### src/rtl/sew_pkg.sv
package sew_pkg;

    // ==========================================================
    // timing
    localparam int CLK_PERIOD_NS   = 100;
    localparam int WAKE_RELEASE_NS = 10000;
    localparam int SLEEP_ENTRY_NS  = 20000;
    localparam int WRITE_CYCLE_NS  = 1000000;

    // least times round up to whole cycles
    localparam int WAKE_RELEASE_CYC = (WAKE_RELEASE_NS + CLK_PERIOD_NS - 1) / CLK_PERIOD_NS;
    localparam int SLEEP_ENTRY_CYC  = (SLEEP_ENTRY_NS + CLK_PERIOD_NS - 1) / CLK_PERIOD_NS;
    localparam int WRITE_CYCLE_CYC  = (WRITE_CYCLE_NS + CLK_PERIOD_NS - 1) / CLK_PERIOD_NS;

    localparam int DLY_W  = 16;
    localparam int BUSY_W = 24;

    localparam logic [DLY_W-1:0]  WAKE_RELEASE_CNT = DLY_W'(WAKE_RELEASE_CYC);
    localparam logic [DLY_W-1:0]  SLEEP_ENTRY_CNT  = DLY_W'(SLEEP_ENTRY_CYC);
    localparam logic [BUSY_W-1:0] BUSY_ONE         = 24'h000001;

    // ==========================================================
    // serial frame
    localparam int               CNT_W          = 10;
    localparam logic [CNT_W-1:0] CNT_MAX        = 10'h3FF;
    localparam logic [CNT_W-1:0] CMD_BITS       = 10'h008;
    localparam logic [CNT_W-1:0] STATUS_WR_BITS = 10'h010;
    localparam logic [CNT_W-1:0] SIG_START_BITS = 10'h018;
    localparam logic [CNT_W-1:0] WRITE_MIN_BITS = 10'h020;
    localparam logic [2:0]       BYTE_LSBS_ZERO = 3'h0;
    localparam logic [2:0]       SIG_MSB        = 3'h7;
    localparam int               GUARD_BIT      = 7;

    // ==========================================================
    // instruction codes
    localparam logic [7:0] OP_WREN  = 8'h11;
    localparam logic [7:0] OP_WRSR  = 8'h22;
    localparam logic [7:0] OP_WRITE = 8'h33;
    localparam logic [7:0] OP_SLEEP = 8'h44;
    localparam logic [7:0] OP_WAKE  = 8'h55;

    // arbitrary value, not tied to any maker
    localparam logic [7:0] SIGNATURE_DEF = 8'h5A;

    // ==========================================================
    // pin slots in the synchroniser
    localparam int PIN_N    = 5;
    localparam int PIN_CS   = 0;
    localparam int PIN_SCK  = 1;
    localparam int PIN_SI   = 2;
    localparam int PIN_HOLD = 3;
    localparam int PIN_WP   = 4;

    typedef enum logic [3:0] {
        ST_IDLE   = 4'b0001,
        ST_SHIFT  = 4'b0010,
        ST_SIGOUT = 4'b0100,
        ST_IGNORE = 4'b1000
    } sew_state_e;

endpackage : sew_pkg

### src/rtl/sew_if.sv
`timescale 1ns/100ps

interface sew_if #(parameter int N = 1);
    logic [N-1:0] lvl;
    logic [N-1:0] prv;

    modport syncSide (output lvl, output prv);
    modport useSide  (input lvl, input prv);
endinterface : sew_if

### src/rtl/sew_pin_sync.sv
`timescale 1ns/100ps

module sew_pin_sync #(
    parameter int N = 1
)
(
    input  logic         clk_sys,
    input  logic         srst,
    input  logic         ce,
    input  logic [N-1:0] pins,
    sew_if.syncSide      io
);

    // ==========================================================
    // state
    typedef struct packed {
        logic [N-1:0] meta;
        logic [N-1:0] lvl;
        logic [N-1:0] prv;
    } sew_sync_s;

    sew_sync_s r;
    sew_sync_s d;

    // meta feeds lvl only; edges come from lvl against prv
    always_comb
    begin
        d      = r;
        d.meta = pins;
        d.lvl  = r.meta;
        d.prv  = r.lvl;
    end

    always_ff @(posedge clk_sys)
    begin
        if (srst)
            r <= '0;
        else if (ce)
            r <= d;
    end

    assign io.lvl = r.lvl;
    assign io.prv = r.prv;

endmodule : sew_pin_sync

### src/rtl/sew_top.sv
`timescale 1ns/100ps

// Function
// - asleep, every instruction except the wake-and-signature command is ignored
// - awake, that command returns the signature unless a write cycle runs
// - after the last dummy bit the eight-bit signature shifts out
// - further clocks repeat the signature until select rises
// - select rise after a signature read returns the part to standby
// - select rise right after the wake command still wakes; standby after delay
// - select low selects; select high deselects and gives standby unless writing, waking or asleep
// - a started write cycle completes regardless of select
// - data output floats while deselected
// - select rise closing a valid write sequence launches the timed write
// - guard pin low with guard enable set refuses status writes
// - guard pin falling after write launch does not disturb it
// - guard enable clear makes the guard pin ignored
// - serial input sampled on serial clock rising edge
// - serial output updated after serial clock falling edge
// - pause low mid-sequence suspends without losing position
// - pause changes take effect only while serial clock is low
// - while paused, serial input and clock are ignored
// - output floats at once on pause fall, drives again on rise
// - sleep entered by sleep command closed with select rise
// - completed byte, page or status write clears the write enable latch
module sew_top #(
    parameter logic [7:0] SIGNATURE    = sew_pkg::SIGNATURE_DEF,
    parameter int         WRITE_CYCLES = sew_pkg::WRITE_CYCLE_CYC
)
(
    input  logic clk_sys,
    input  logic srst,
    input  logic ce,
    input  logic csN,
    input  logic sck,
    input  logic si,
    input  logic holdN,
    input  logic wpN,
    output logic soOut,
    output logic soOe,
    output logic busy,
    output logic writeEnableLatch,
    output logic writeGuardEnableBit,
    output logic asleep,
    output logic lowPower,
    output logic standby
);
    import sew_pkg::*;

    // ==========================================================
    // pin synchronisers
    sew_if #(.N(PIN_N)) pinIf ();

    sew_pin_sync #(
        .N       (PIN_N)
    ) uSync (
        .clk_sys (clk_sys),
        .srst    (srst),
        .ce      (ce),
        .pins    ({wpN, holdN, si, sck, csN}),
        .io      (pinIf.syncSide)
    );

    logic csLvl;
    logic csRise;
    logic csFall;
    logic sckLvl;
    logic sckRise;
    logic sckFall;
    logic siLvl;
    logic holdLvl;
    logic wpLvl;
    logic wantPause;
    logic [7:0] cmdNext;

    assign csLvl   = pinIf.lvl[PIN_CS];
    assign csRise  = pinIf.lvl[PIN_CS] & ~pinIf.prv[PIN_CS];
    assign csFall  = ~pinIf.lvl[PIN_CS] & pinIf.prv[PIN_CS];
    assign sckLvl  = pinIf.lvl[PIN_SCK];
    assign sckRise = pinIf.lvl[PIN_SCK] & ~pinIf.prv[PIN_SCK];
    assign sckFall = ~pinIf.lvl[PIN_SCK] & pinIf.prv[PIN_SCK];
    assign siLvl   = pinIf.lvl[PIN_SI];
    assign holdLvl = pinIf.lvl[PIN_HOLD];
    assign wpLvl   = pinIf.lvl[PIN_WP];

    // ==========================================================
    // state
    typedef struct packed {
        sew_state_e        st;
        logic [CNT_W-1:0]  cnt;
        logic [7:0]        shiftIn;
        logic [7:0]        cmd;
        logic [2:0]        sigIdx;
        logic              sel;
        logic              paused;
        logic              soLive;
        logic              asleep;
        logic              waking;
        logic              wrLatch;
        logic              guardEn;
        logic              wip;
        logic [DLY_W-1:0]  dlyCnt;
        logic [BUSY_W-1:0] busyCnt;
        logic              soOut;
        logic              soOe;
        logic              standby;
        logic              lowPower;
    } sew_reg_s;

    localparam sew_reg_s REG_RST = '{
        st:       ST_IDLE,
        cnt:      '0,
        shiftIn:  '0,
        cmd:      '0,
        sigIdx:   '0,
        sel:      1'b0,
        paused:   1'b0,
        soLive:   1'b0,
        asleep:   1'b0,
        waking:   1'b0,
        wrLatch:  1'b0,
        guardEn:  1'b0,
        wip:      1'b0,
        dlyCnt:   '0,
        busyCnt:  '0,
        soOut:    1'b0,
        soOe:     1'b0,
        standby:  1'b1,
        lowPower: 1'b0
    };

    sew_reg_s r;
    sew_reg_s d;

    assign wantPause = r.sel && (r.cnt != '0) && !holdLvl;
    assign cmdNext   = {r.shiftIn[6:0], siLvl};

    // ==========================================================
    // next state
    always_comb
    begin
        d = r;

        // pause only switches with the clock low; a high clock defers it to the fall
        if (!sckLvl)
            d.paused = wantPause;

        if (r.dlyCnt != '0)
            d.dlyCnt = r.dlyCnt - 1'b1;
        if (r.dlyCnt == '0)
            d.waking = 1'b0;

        // the timed write ignores select entirely
        if (r.wip)
        begin
            d.busyCnt = r.busyCnt - 1'b1;
            if (r.busyCnt == BUSY_ONE)
            begin
                d.wip = 1'b0;
                d.wrLatch = 1'b0;
            end
        end

        if (csFall)
        begin
            d.sel    = 1'b1;
            d.st     = ST_SHIFT;
            d.cnt    = '0;
            d.cmd    = '0;
            d.soLive = 1'b0;
        end
        else if (csRise)
        begin
            d.sel    = 1'b0;
            d.st     = ST_IDLE;
            d.paused = 1'b0;
            d.cnt    = '0;
            d.soLive = 1'b0;
            if (r.asleep)
            begin
                // only the wake command counts, even cut short after its code
                if (r.cmd == OP_WAKE && r.cnt >= CMD_BITS)
                begin
                    d.asleep = 1'b0;
                    d.waking = 1'b1;
                    d.dlyCnt = WAKE_RELEASE_CNT;
                end
            end
            else if (!r.wip && r.cmd == OP_SLEEP && r.cnt == CMD_BITS)
            begin
                d.asleep = 1'b1;
                d.dlyCnt = SLEEP_ENTRY_CNT;
            end
            else if (!r.wip && r.cmd == OP_WREN && r.cnt == CMD_BITS)
                d.wrLatch = 1'b1;
            else if (!r.wip && r.wrLatch && r.cmd == OP_WRSR && r.cnt == STATUS_WR_BITS)
            begin
                // guard pin is looked at only here, so a later fall cannot hurt
                if (!(r.guardEn && !wpLvl))
                begin
                    d.guardEn = r.shiftIn[GUARD_BIT];
                    d.wip     = 1'b1;
                    d.busyCnt = BUSY_W'(WRITE_CYCLES);
                end
            end
            else if (!r.wip && r.wrLatch && r.cmd == OP_WRITE && r.cnt >= WRITE_MIN_BITS
                     && r.cnt[2:0] == BYTE_LSBS_ZERO)
            begin
                d.wip     = 1'b1;
                d.busyCnt = BUSY_W'(WRITE_CYCLES);
            end
        end
        else if (r.sel && !r.paused)
        begin
            if (sckRise)
            begin
                d.shiftIn = cmdNext;
                if (r.cnt != CNT_MAX)
                    d.cnt = r.cnt + 1'b1;
            end
            unique case (r.st)
                ST_IDLE:
                begin
                end
                ST_SHIFT:
                begin
                    if (sckRise && r.cnt == CMD_BITS - 1'b1)
                    begin
                        d.cmd = cmdNext;
                        if ((r.asleep && cmdNext != OP_WAKE) || (cmdNext == OP_WAKE && r.wip))
                            d.st = ST_IGNORE;
                    end
                    if (sckRise && r.cmd == OP_WAKE && r.cnt == SIG_START_BITS - 1'b1)
                    begin
                        d.st     = ST_SIGOUT;
                        d.sigIdx = SIG_MSB;
                    end
                end
                ST_SIGOUT:
                begin
                    if (sckFall)
                    begin
                        d.soOut  = SIGNATURE[r.sigIdx];
                        d.soLive = 1'b1;
                        d.sigIdx = r.sigIdx - 1'b1;
                    end
                end
                ST_IGNORE:
                begin
                end
                default:
                    d.st = ST_IDLE;
            endcase
        end

        // output enable follows the pause pin level, not the deferred pause state
        d.soOe     = d.sel && d.soLive && (d.st == ST_SIGOUT) && holdLvl;
        d.standby  = !d.sel && !d.wip && !d.waking && !d.asleep;
        d.lowPower = d.asleep && (d.dlyCnt == '0);
    end

    always_ff @(posedge clk_sys)
    begin
        if (srst)
            r <= REG_RST;
        else if (ce)
            r <= d;
    end

    assign soOut               = r.soOut;
    assign soOe                = r.soOe;
    assign busy                = r.wip;
    assign writeEnableLatch    = r.wrLatch;
    assign writeGuardEnableBit = r.guardEn;
    assign asleep              = r.asleep;
    assign lowPower            = r.lowPower;
    assign standby             = r.standby;
endmodule : sew_top

### config.mk
export PLATFORM = sky130hd
export DESIGN_NAME = sew_top
export DESIGN_NICKNAME = d
export VERILOG_FILES = /design/src/rtl/sew_pkg.sv /design/src/rtl/sew_if.sv /design/src/rtl/sew_pin_sync.sv /design/src/rtl/sew_top.sv
export SDC_FILE = /design/constraint.sdc
export NUM_CORES = 1
export LEC_CHECK = 0
export BUFFER_PORTS_ARGS = -buffer_cell sky130_fd_sc_hd__buf_2
export CORE_MARGIN = 1
export CORE_UTILIZATION = 30
export CTS_BUF_LIST = sky130_fd_sc_hd__clkbuf_8 sky130_fd_sc_hd__clkbuf_16
export DETAILED_ROUTE_END_ITERATION = 12
export GPL_TIMING_DRIVEN = 0
export MAX_ROUTING_LAYER = met4
export SLEW_MARGIN = 5
export SYNTH_ARGS = -nofsm -noshare
export SYNTH_HDL_FRONTEND = slang
export SYNTH_SLANG_ARGS = --single-unit
### constraint.sdc
create_clock -name clk_sys -period 5.4 [get_ports clk_sys]
set_clock_uncertainty 0.15 [all_clocks]
set_input_delay 1.62 -clock clk_sys [delete_from_list [all_inputs] [get_ports clk_sys]]
set_output_delay 1.62 -clock clk_sys [all_outputs]
set_load 0.05 [all_outputs]
==> results of run 1 <==
==> layout make-up <==
type	count	area [sq um]	area share, %
clock inverters	2	10.01	0.1764
inverters	19	71.32	1.257
well taps	216	270.3	4.763
repair buffers	15	75.07	1.323
flip-flops and latches	98	1962	34.58
multi-input cells	467	2887	50.87
plain buffers	31	118.9	2.095
clock buffers	13	280.3	4.939
==> final timing paths <==
check	start	to	cells past startpoint
max reg2reg	r[80]	r[20]	9
max	ce	r[22]	9
min reg2reg	r[50]	r[50]	2
min	r[50]	r[50]	2
==> through the flow <==
stage	area, sq um	setup slack, ns	util (%)
after floorplan	5031	1.670	-
after global placement	5376	1.217	33.36
after detailed placement	5376	1.198	33.36
after CTS	5667	1.558	35.16
after global routing	5674	1.328	35.21
final	5674	1.605	35.21
==> worst max-delay path, stage by stage <==
cell      delay (ns)
buf_2           0.10
clkbuf_1        0.43
nand3_1         0.34
nor2_1          0.33
nand3_1         0.17
nor4_1          0.53
nand2_1         0.14
xor2_1          0.15
nor2_1          0.05
==> power by group <==
group	switching, uW	internal, uW	total [uW]
Combinational	72.0	45.3	117
Sequential	16.7	739	756
Clock	270	359	629
Total	359	1140	1500
==> registers in the layout (all words and copies together), names as in the netlist, named ones only <==
signal,count
asleep,1
busy,1
cmdNext,7
lowPower,1
r,70
soOe,1
soOut,1
standby,1
uSync.d,5
uSync.io.lvl,5
uSync.io.prv,2
writeEnableLatch,1
writeGuardEnableBit,1
==> per-layer routing <==
layer / share of wire, % / vias to the layer above
li1: - / 2240
met1: 52 / 2037
met2: 44 / 75
met3: 3.5 / 7
met4: 1.1 / 0
met5: 0 / -
==> layout by cell type (no fill, tap or decap), types with 7 or more instances in the layout <==
| master | synthesis | layout |
|---|---|---|
| inv_1 | 19 | 19 |
| nor3_1 | 26 | 26 |
| dfxtp_1 | 98 | 98 |
| xor2_1 | 15 | 15 |
| clkbuf_16 | 0 | 9 |
| a21oi_1 | 46 | 46 |
| o21ai_0 | 19 | 19 |
| ha_1 | 8 | 8 |
| clkbuf_1 | 28 | 28 |
| nand4_1 | 14 | 14 |
| xnor2_1 | 20 | 20 |
| nor4_1 | 9 | 9 |
| nand3_1 | 26 | 26 |
| mux2i_1 | 30 | 30 |
| nand2_1 | 45 | 45 |
| nor2_1 | 95 | 95 |
| buf_2 | 2 | 17 |
| or3_1 | 7 | 7 |
| nor2b_1 | 8 | 8 |
==> kinds of logic after synthesis <==
group | Yosys count | synth area share [%]
DFF | 98 | 39.00
muxes | 30 | 5.969
buffers and inverters | 50 | 3.780
AOI/OAI and AO/OA | 111 | 13.93
and+or+nand+nor | 283 | 29.25
adders and majority gates | 8 | 1.990
xor gates and xnor gates | 35 | 6.093
==> reports/summary.txt, run 1 <==
Final-report max-slew violation count -> 0
Fmax -> 263.5 MHz
Post-cts resize count -> 0
Critical Path RT -> 5.47 ns
Nature of the critical path startpoint -> input port
Lkg Pwr -> 0.002153 uW
Most common cell in the synthesized netlist -> dfxtp_1
Final setup viols -> 0
Fillers -> 1743
Post-Syn Area -> 5031 sq um
Die height -> 131.5 um
Top cell type's share of synthesized area -> 39.00%
Routed wire length -> 12.50 mm
Max VDD drop -> 0.1533 mV
Die X -> 131.5 um
Largest net degree at the start of global routing -> 15
DRC viols -> 0
Met2 global-route usage -> 22.63%
Relative slew slack -> 32.23%
Synth Instances -> 615
Hold/Removal Path Class -> flip-flop to flip-flop
DIE AREA -> 17290 sq um
Post-CTS Hold Buffers -> 0
CP Capture Type -> flip-flop
PnR Total Power -> 1502 uW
Antenna Nets Post-Route -> 0
DPL Wire Length -> 8.959 mm
First-pass GRT wire length -> 20.96 mm
Setup TNS -> 0 ns
Proportion of layout cells with a drive suffix above 1 -> 7.597%
Final hold violation count -> 0
Core region area -> 16120 sq um
Initial Util -> 31.22%
Vias -> 4359
Synth Register Bits -> 98
Met3 GRT Util -> 2.816%
Antenna violations before repair -> 0
GR Util met1 -> 21.11%
Period utilization -> 70.29%
Commonest cells in the netlist -> dfxtp_1, nor2_1, a21oi_1, nand2_1, mux2i_1
Syn_nets -> 631
Syn. warnings -> 0
GRT overflow -> 0
RSZ-0062 raised after global routing -> false
CTS sink count -> 98
Non-Filler Instances -> 861
P&R area growth vs syn -> 12.78%
Skew-Pair Late Insertion Delay -> 0.35 ns
CTS max path bufs -> 2
CTS tree -> yes
Synth async-reset ratio -> 0%
Number of diodes -> 0
MaxCap Viol Count -> 0
Drt wl/cell -> 14.51 um
Worst-path clk slew -> 0.06 ns
Crit Path Max Fanout -> 10
Worst Path Arrival -> 3.87 ns
Placer's final routability congestion estimate -> 0.8757
Power per cell area -> 264.7 nW/um^2
Grt peak-use layer -> met2
IO Pins -> 16
Worst Tran Pin Value -> 1.002 ns
Initial drt markers -> 350
CTS root buf -> clkbuf_16
Synth Area per Inst -> 8.181 sq um
Cell taking the most area after synthesis -> dfxtp_1
Number of synthesized flops with an enable pin -> 0
Post-synthesis sequential area ratio -> 39.00%
Vias in the first global route -> 4064
Num CTS Buffers -> 9
Unique masters post-synth -> 61
Reg-to-reg slack, setup -> 2.27 ns
Hold_ws -> 0.3162 ns
Placed Instances -> 846
Tot GR Track Use -> 15.40%
H-tree depth -> 3
Ys flop type -> dfxtp_1
PortBufs -> 15
Final min period -> 3.795 ns
Crit Path Category -> input port to flip-flop
1st-pass router iterations -> 5
Status -> finished, final reports clean
Nets@finish -> 657
Postcts setup bufs -> 0
Average vias per placed instance -> 5.063
FP Rows -> 46
Ranking of synthesized cells by area -> dfxtp_1, nor2_1, mux2i_1
Power figures use the tool's default switching activity.
==> inputs of run 2 (changes only) <==
ABC_AREA = 1   (was not set)
clock period = 3.4 ns   (was 5.4 ns; I/O delays follow)
==> run 2 against run 1 <==
  * Synthesized area increased by 11%
  * Global-route usage increased by 0.68 points
  * Synthesized cell count increased by 28%
  * The run now ends with design-rule violations left
  * Via count increased by 15%
  * Setup slack got worse by 0.77 ns
  * Highest routed layer unchanged
  * Core utilization decreased by 0.58 points
==> reports/summary.txt, run 2 <==
RSZ-0062 raised after global routing -> false
Final hold violation count -> 0
Post-synthesis sequential area ratio -> 35.21%
Largest register FFs -> 70
Synth async-reset ratio -> 0%
CTS root buf -> clkbuf_16
CTS max path bufs -> 2
GR Util met1 -> 20.85%
Final setup viols -> 0
Syn_nets -> 805
Largest Register -> r
CTS sink count -> 98
Crit Path Max Fanout -> 10
Initial Util -> 30.81%
MaxCap Viol Count -> 0
Commonest non-fill, non-tap cells in the layout -> nor2_1, nand2_1, dfxtp_1, inv_1, nand3_1
Vias -> 5024
Worst Path Arrival -> 2.67 ns
Skew-Pair Late Insertion Delay -> 0.36 ns
CP Capture Type -> flip-flop
Hold wc startpoint -> soOe
Placer's final routability congestion estimate -> 0.8922
Synth Register Bits -> 98
Synth Area per Inst -> 7.062 sq um
Cell taking the most area after synthesis -> dfxtp_1
P&R area growth vs syn -> 12.40%
Routed wire length -> 13.95 mm
Fmax -> 389.8 MHz
Largest net degree at the start of global routing -> 17
Drt wl/cell -> 13.30 um
Ranking of synthesized cells by area -> dfxtp_1, nor2_1, nand2_1
Post-cts resize count -> 0
Hold/Removal Path Class -> flip-flop to flip-flop
Worst-path clk slew -> 0.07 ns
Power per cell area -> 464.7 nW/um^2
DIE AREA -> 19120 sq um
IO Pins -> 16
CTS tree -> yes
Core region area -> 18090 sq um
Max VDD drop -> 0.2812 mV
Top cell type's share of synthesized area -> 35.21%
Final WS setup -> 0.8348 ns
Reg2Reg Depth -> 14
Status -> finished, violations left
Proportion of layout cells with a drive suffix above 1 -> 14.76%
Initial drt markers -> 330
Nature of the critical path startpoint -> input port
Met3 GRT Util -> 3.256%
Nets@finish -> 831
1st-pass router iterations -> 9
Violated checks -> design-rule violations
Postcts setup bufs -> 0
Final min period -> 2.565 ns
Relative slew slack -> 49.74%
Placed Instances -> 1033
Hold path cells -> 2
Number of synthesized flops with an enable pin -> 0
Worst Tran Pin Value -> 0.7539 ns
Number of diodes -> 0
Grt peak-use layer -> met2
Commonest cells in the netlist -> nor2_1, nand2_1, dfxtp_1, inv_1, nand3_1
Setup TNS -> 0 ns
Worst Hold End -> soOe
H-tree depth -> 3
Post-Syn Area -> 5572 sq um
Num CTS Buffers -> 9
FP Rows -> 49
Crit Path Category -> input port to flip-flop
Critical R2R Launch -> uSync.io.lvl[0]
Final-report max-slew violation count -> 0
Tot GR Track Use -> 16.07%
Syn. warnings -> 0
Lkg Pwr -> 0.002649 uW
Most common cell in the synthesized netlist -> nor2_1
Antenna violations before repair -> 0
Met2 global-route usage -> 24.95%
Average vias per placed instance -> 4.789
RR Endpoint -> lowPower
Post-CTS Hold Buffers -> 0
Unique masters post-synth -> 52
Most common cell after layout, fill and taps aside -> nor2_1
Synth Instances -> 789
Critical Path RT -> 3.51 ns
Die height -> 138.3 um
DRC viols -> 2
Period utilization -> 75.45%
PortBufs -> 15
Die X -> 138.3 um
Place WS -> 0.4660 ns
GRT overflow -> 0
Reg-to-reg slack, setup -> 1.11 ns
DPL Wire Length -> 10.38 mm
Ys flop type -> dfxtp_1
First-pass GRT wire length -> 23.96 mm
Vias in the first global route -> 4804
Antenna Nets Post-Route -> 0
Non-Filler Instances -> 1049
run 2: cell types whose count changed in the layout (fill, tap and decap cells not counted), sizes merged, moves of 8 or more:
cell    previous run  this run
mux2i             30         0
nand3             26        62
o21ai             19        50
nor2b              8         0
nor2              97       166
inv               19        94
nand2             45       129
xnor2             20         3
or4                9         1
clkbuf            41        24
nor3              26        17
run 2: power by group:
part | leakage [uW] | switching (uW) | total (uW) | internal, uW
logic | 0.00168 | 332 | 505 | 173
clock network | 0.000164 | 476 | 1140 | 668
registers | 0.000800 | 56.0 | 1260 | 1200
run 2: stage by stage:
stage	hold slack [ns]	power, uW	util (%)	instance area [sq um]
after floorplan	0.2878	1671	-	5572
after global placement	0.3056	1787	32.81	5933
after detailed placement	0.3078	1789	32.81	5933
after CTS	0.3185	2943	34.62	6262
after global routing	0.3495	3068	34.62	6262
final	0.3131	2910	34.62	6262
run 2: layout make-up:
type                    count  area (sq um)
plain buffers              22         131.4
clock buffers              10         239.0
clock inverters             6         90.09
fillers                  1971         11820
inverters                  94         352.8
multi-input cells         575          3126
flip-flops and latches     98          1962
well taps                 229         286.5
repair buffers             15         75.07
run 2: cell families (layout without fill, tap and decap cells):
| group | count (synthesis) | in the layout | share of synthesized area (%) |
|---|---|---|---|
| simple gates | 410 | 410 | 35.82 |
| compound gates | 132 | 132 | 14.55 |
| buf+inv | 116 | 147 | 8.691 |
| flops | 98 | 98 | 35.21 |
| xor+xnor | 25 | 25 | 3.930 |
| fa+ha+maj | 8 | 8 | 1.797 |
run 2: per-layer routing:
metal | wire, um | up-vias
li1 | - | 2651
met1 | 7100 | 2282
met2 | 6087 | 69
met3 | 491 | 22
met4 | 272 | 0
met5 | 0 | -
run 2: worst max-delay path, cell delays in order:
cell and delay, ns:
buf_2 0.09, buf_4 0.21, inv_2 0.15, nor3_2 0.31
nand2_1 0.10, o21ai_2 0.09, inv_2 0.09, o21ai_2 0.31
clkinv_1 0.14, o21ai_1 0.10, nor2_1 0.05
run 2: how the worst max path moves through the flow:
stage	start	to	slack (ns)	depth (start not counted)
3_5_place_dp	ce	r[75]	0.47	11
6_report	ce	r[75]	0.83	11
3_3_place_gp	ce	r[75]	0.47	11
5_1_grt	ce	r[75]	0.66	11
4_1_cts	ce	r[75]	0.85	11
2_1_floorplan	ce	r[75]	1.02	10
==> inputs of run 3 (changes only) <==
ABC_AREA = 0   (was 1)
clock period = 2.35 ns   (was 3.4 ns; I/O delays follow)
==> run 3 against run 2 <==
  * The run ends with negative setup slack left
  * Final area fell by 0.74%
  * Hold slack improved by 0.0035 ns
  * Register-to-register slack got worse by 1.3 ns
  * Global-route usage fell by 0.40 points
  * Total power rose by 22%
  * Via count fell by 9.5%
  * Combinational power fell by 34%
  * Non-clock buffer count rose by 20
==> reports/summary.txt, run 3 (synthesized netlist as in run 1, its figures left out) <==
Placer's final routability congestion estimate -> 0.8439
Proportion of layout cells with a drive suffix above 1 -> 21.61%
Worst-path clk slew -> 0.06 ns
CTS sink count -> 98
Antenna violations before repair -> 0
RR Endpoint -> r[27]
Post-CTS Hold Buffers -> 0
Core region area -> 16120 sq um
RSZ-0062 raised after global routing -> true
Largest register FFs -> 70
Relative slew slack -> 54.41%
Initial Util -> 31.22%
Setup crit end -> r[27]
Status -> finished, violations left
Final min period -> 2.582 ns
Crit. Startpoint -> r[11]
Crit path cell chain -> nor4_4 > nand4_4 > or4_4 > or4_4 > or3b_4 > xor2_2 > nor2_2
IO Pins -> 16
Nets@finish -> 668
Routed wire length -> 13.08 mm
Non-Filler Instances -> 873
Largest net degree at the start of global routing -> 15
Average vias per placed instance -> 5.208
DIE AREA -> 17290 sq um
Reg-to-reg slack, setup -> -0.23 ns
CP max stage delay -> 0.45 ns
CTS max path bufs -> 2
Hold/Removal Path Class -> flip-flop to flip-flop
Nature of the critical path startpoint -> flip-flop
PnR Total Power -> 3565 uW
MaxCap Viol Count -> 0
Critical Path RT -> 2.44 ns
Number of diodes -> 0
1st-pass router iterations -> 5
CP Capture Type -> flip-flop
Die height -> 131.5 um
Antenna Nets Post-Route -> 0
Worst Path Arrival -> 2.67 ns
Violated checks -> negative setup slack
Final setup viols -> 4
Final hold violation count -> 0
Tot GR Track Use -> 15.68%
Critical R2R Launch -> r[11]
CP dominant cell by count -> or4_4
Lkg Pwr -> 0.002396 uW
GRT overflow -> 0
CTS root buf -> clkbuf_16
Final-report max-slew violation count -> 0
P&R area growth vs syn -> 23.55%
Vias -> 4547
DPL Wire Length -> 9.028 mm
Fmax -> 387.4 MHz
Drt wl/cell -> 14.99 um
Most common cell after layout, fill and taps aside -> nor2_1
Initial drt markers -> 245
Placed Instances -> 846
Crit Path Max Fanout -> 4
Commonest non-fill, non-tap cells in the layout -> nor2_1, dfxtp_1, a21oi_1, nand2_1, mux2i_1
Power per cell area -> 573.5 nW/um^2
CP max-delay cell -> or4_4
Worst Tran Pin Value -> 0.6838 ns
First-pass GRT wire length -> 21.19 mm
Final WS setup -> -0.2316 ns
Num CTS Buffers -> 9
Largest Register -> r
Vias in the first global route -> 4051
Period utilization -> 109.9%
Reg2Reg Depth -> 7
PortBufs -> 15
CTS tree -> yes
Max VDD drop -> 0.3307 mV
Die X -> 131.5 um
H-tree depth -> 3
Skew-Pair Late Insertion Delay -> 0.35 ns
Crit Path Category -> flip-flop to flip-flop
DRC viols -> 0
FP Rows -> 46
## run 3: changes by cell type in the layout (fill, tap and decap cells not counted), sizes merged, moves of 9 or more
| cell | delta |
|---|---|
| buf | +18 |
| inv | -72 |
| mux2i | +30 |
| nand2 | -84 |
| nand3 | -36 |
| nor2 | -69 |
| nor3 | +9 |
| o21ai | -31 |
| xnor2 | +17 |
## run 3: worst max-delay path, delay by kind of cell, from the launching register on
family	cells	cell delay [ns]
AND/OR/NAND/NOR	6	1.84
XOR/XNOR	1	0.14
flip-flops	1	0.35
## run 3: metal layers
| layer | share of wire [%] | track usage (%) | wire length, um | vias up |
|---|---|---|---|---|
| met4 | 1.7 | 5.168 | 216 | 0 |
| met1 | 50 | 21.58 | 6550 | 2178 |
| met2 | 44 | 22.93 | 5811 | 95 |
| met5 | 0 | - | 0 | - |
| met3 | 3.8 | 2.816 | 503 | 16 |
| li1 | - | - | - | 2258 |
## run 3: report_power, final
group	total [uW]	internal (uW)	switching (uW)
logic	331	145	186
clock network	1490	871	622
registers	1740	1700	43.4
## run 3: per-stage QoR
| step | hold WS, ns | setup WS [ns] | util [%] | setup TNS, ns | instance area, sq um |
|---|---|---|---|---|---|
| after global placement | 0.2962 | -0.8095 | 33.79 | -47.52 | 5445 |
| after floorplan | 0.2823 | -0.4557 | - | -0.7908 | 5100 |
| after CTS | 0.3136 | -0.2381 | 37.37 | -0.6119 | 6022 |
| after global routing | 0.3379 | -0.3390 | 38.57 | -1.257 | 6216 |
| after detailed placement | 0.2989 | -0.7969 | 33.79 | -45.81 | 5445 |
| final | 0.3167 | -0.2316 | 38.57 | -0.6439 | 6216 |
## run 3: worst min-delay path by stage
stage                     startpoint    end  slack, ns  cells past startpoint
after global routing           r[57]  r[57]       0.34                      2
after detailed placement       r[50]  r[50]       0.30                      2
after CTS                      r[62]  r[62]       0.31                      2
final                      flip-flop  soOut       0.32                      2
after global placement     flip-flop  soOut       0.30                      2
after floorplan                r[50]  r[50]       0.28                      2
## run 3: final cells by class
cell class | count | area (sq um)
tap | 216 | 270.3
multi-input combinational | 467 | 3228
clock buffer | 11 | 252.7
sequential | 98 | 1989
timing repair buffer | 36 | 250.2
buffer | 21 | 107.6
inverter | 19 | 71.32
fill | 1680 | 9899
clock inverter | 5 | 46.29
## run 3: what timing repair did
action                                 CTS  global route
buffers inserted                        14             7
pin swaps                               17            13
gates resized for setup                 52            47
endpoints found under the hold margin    0             0
setup endpoints to repair               89            61
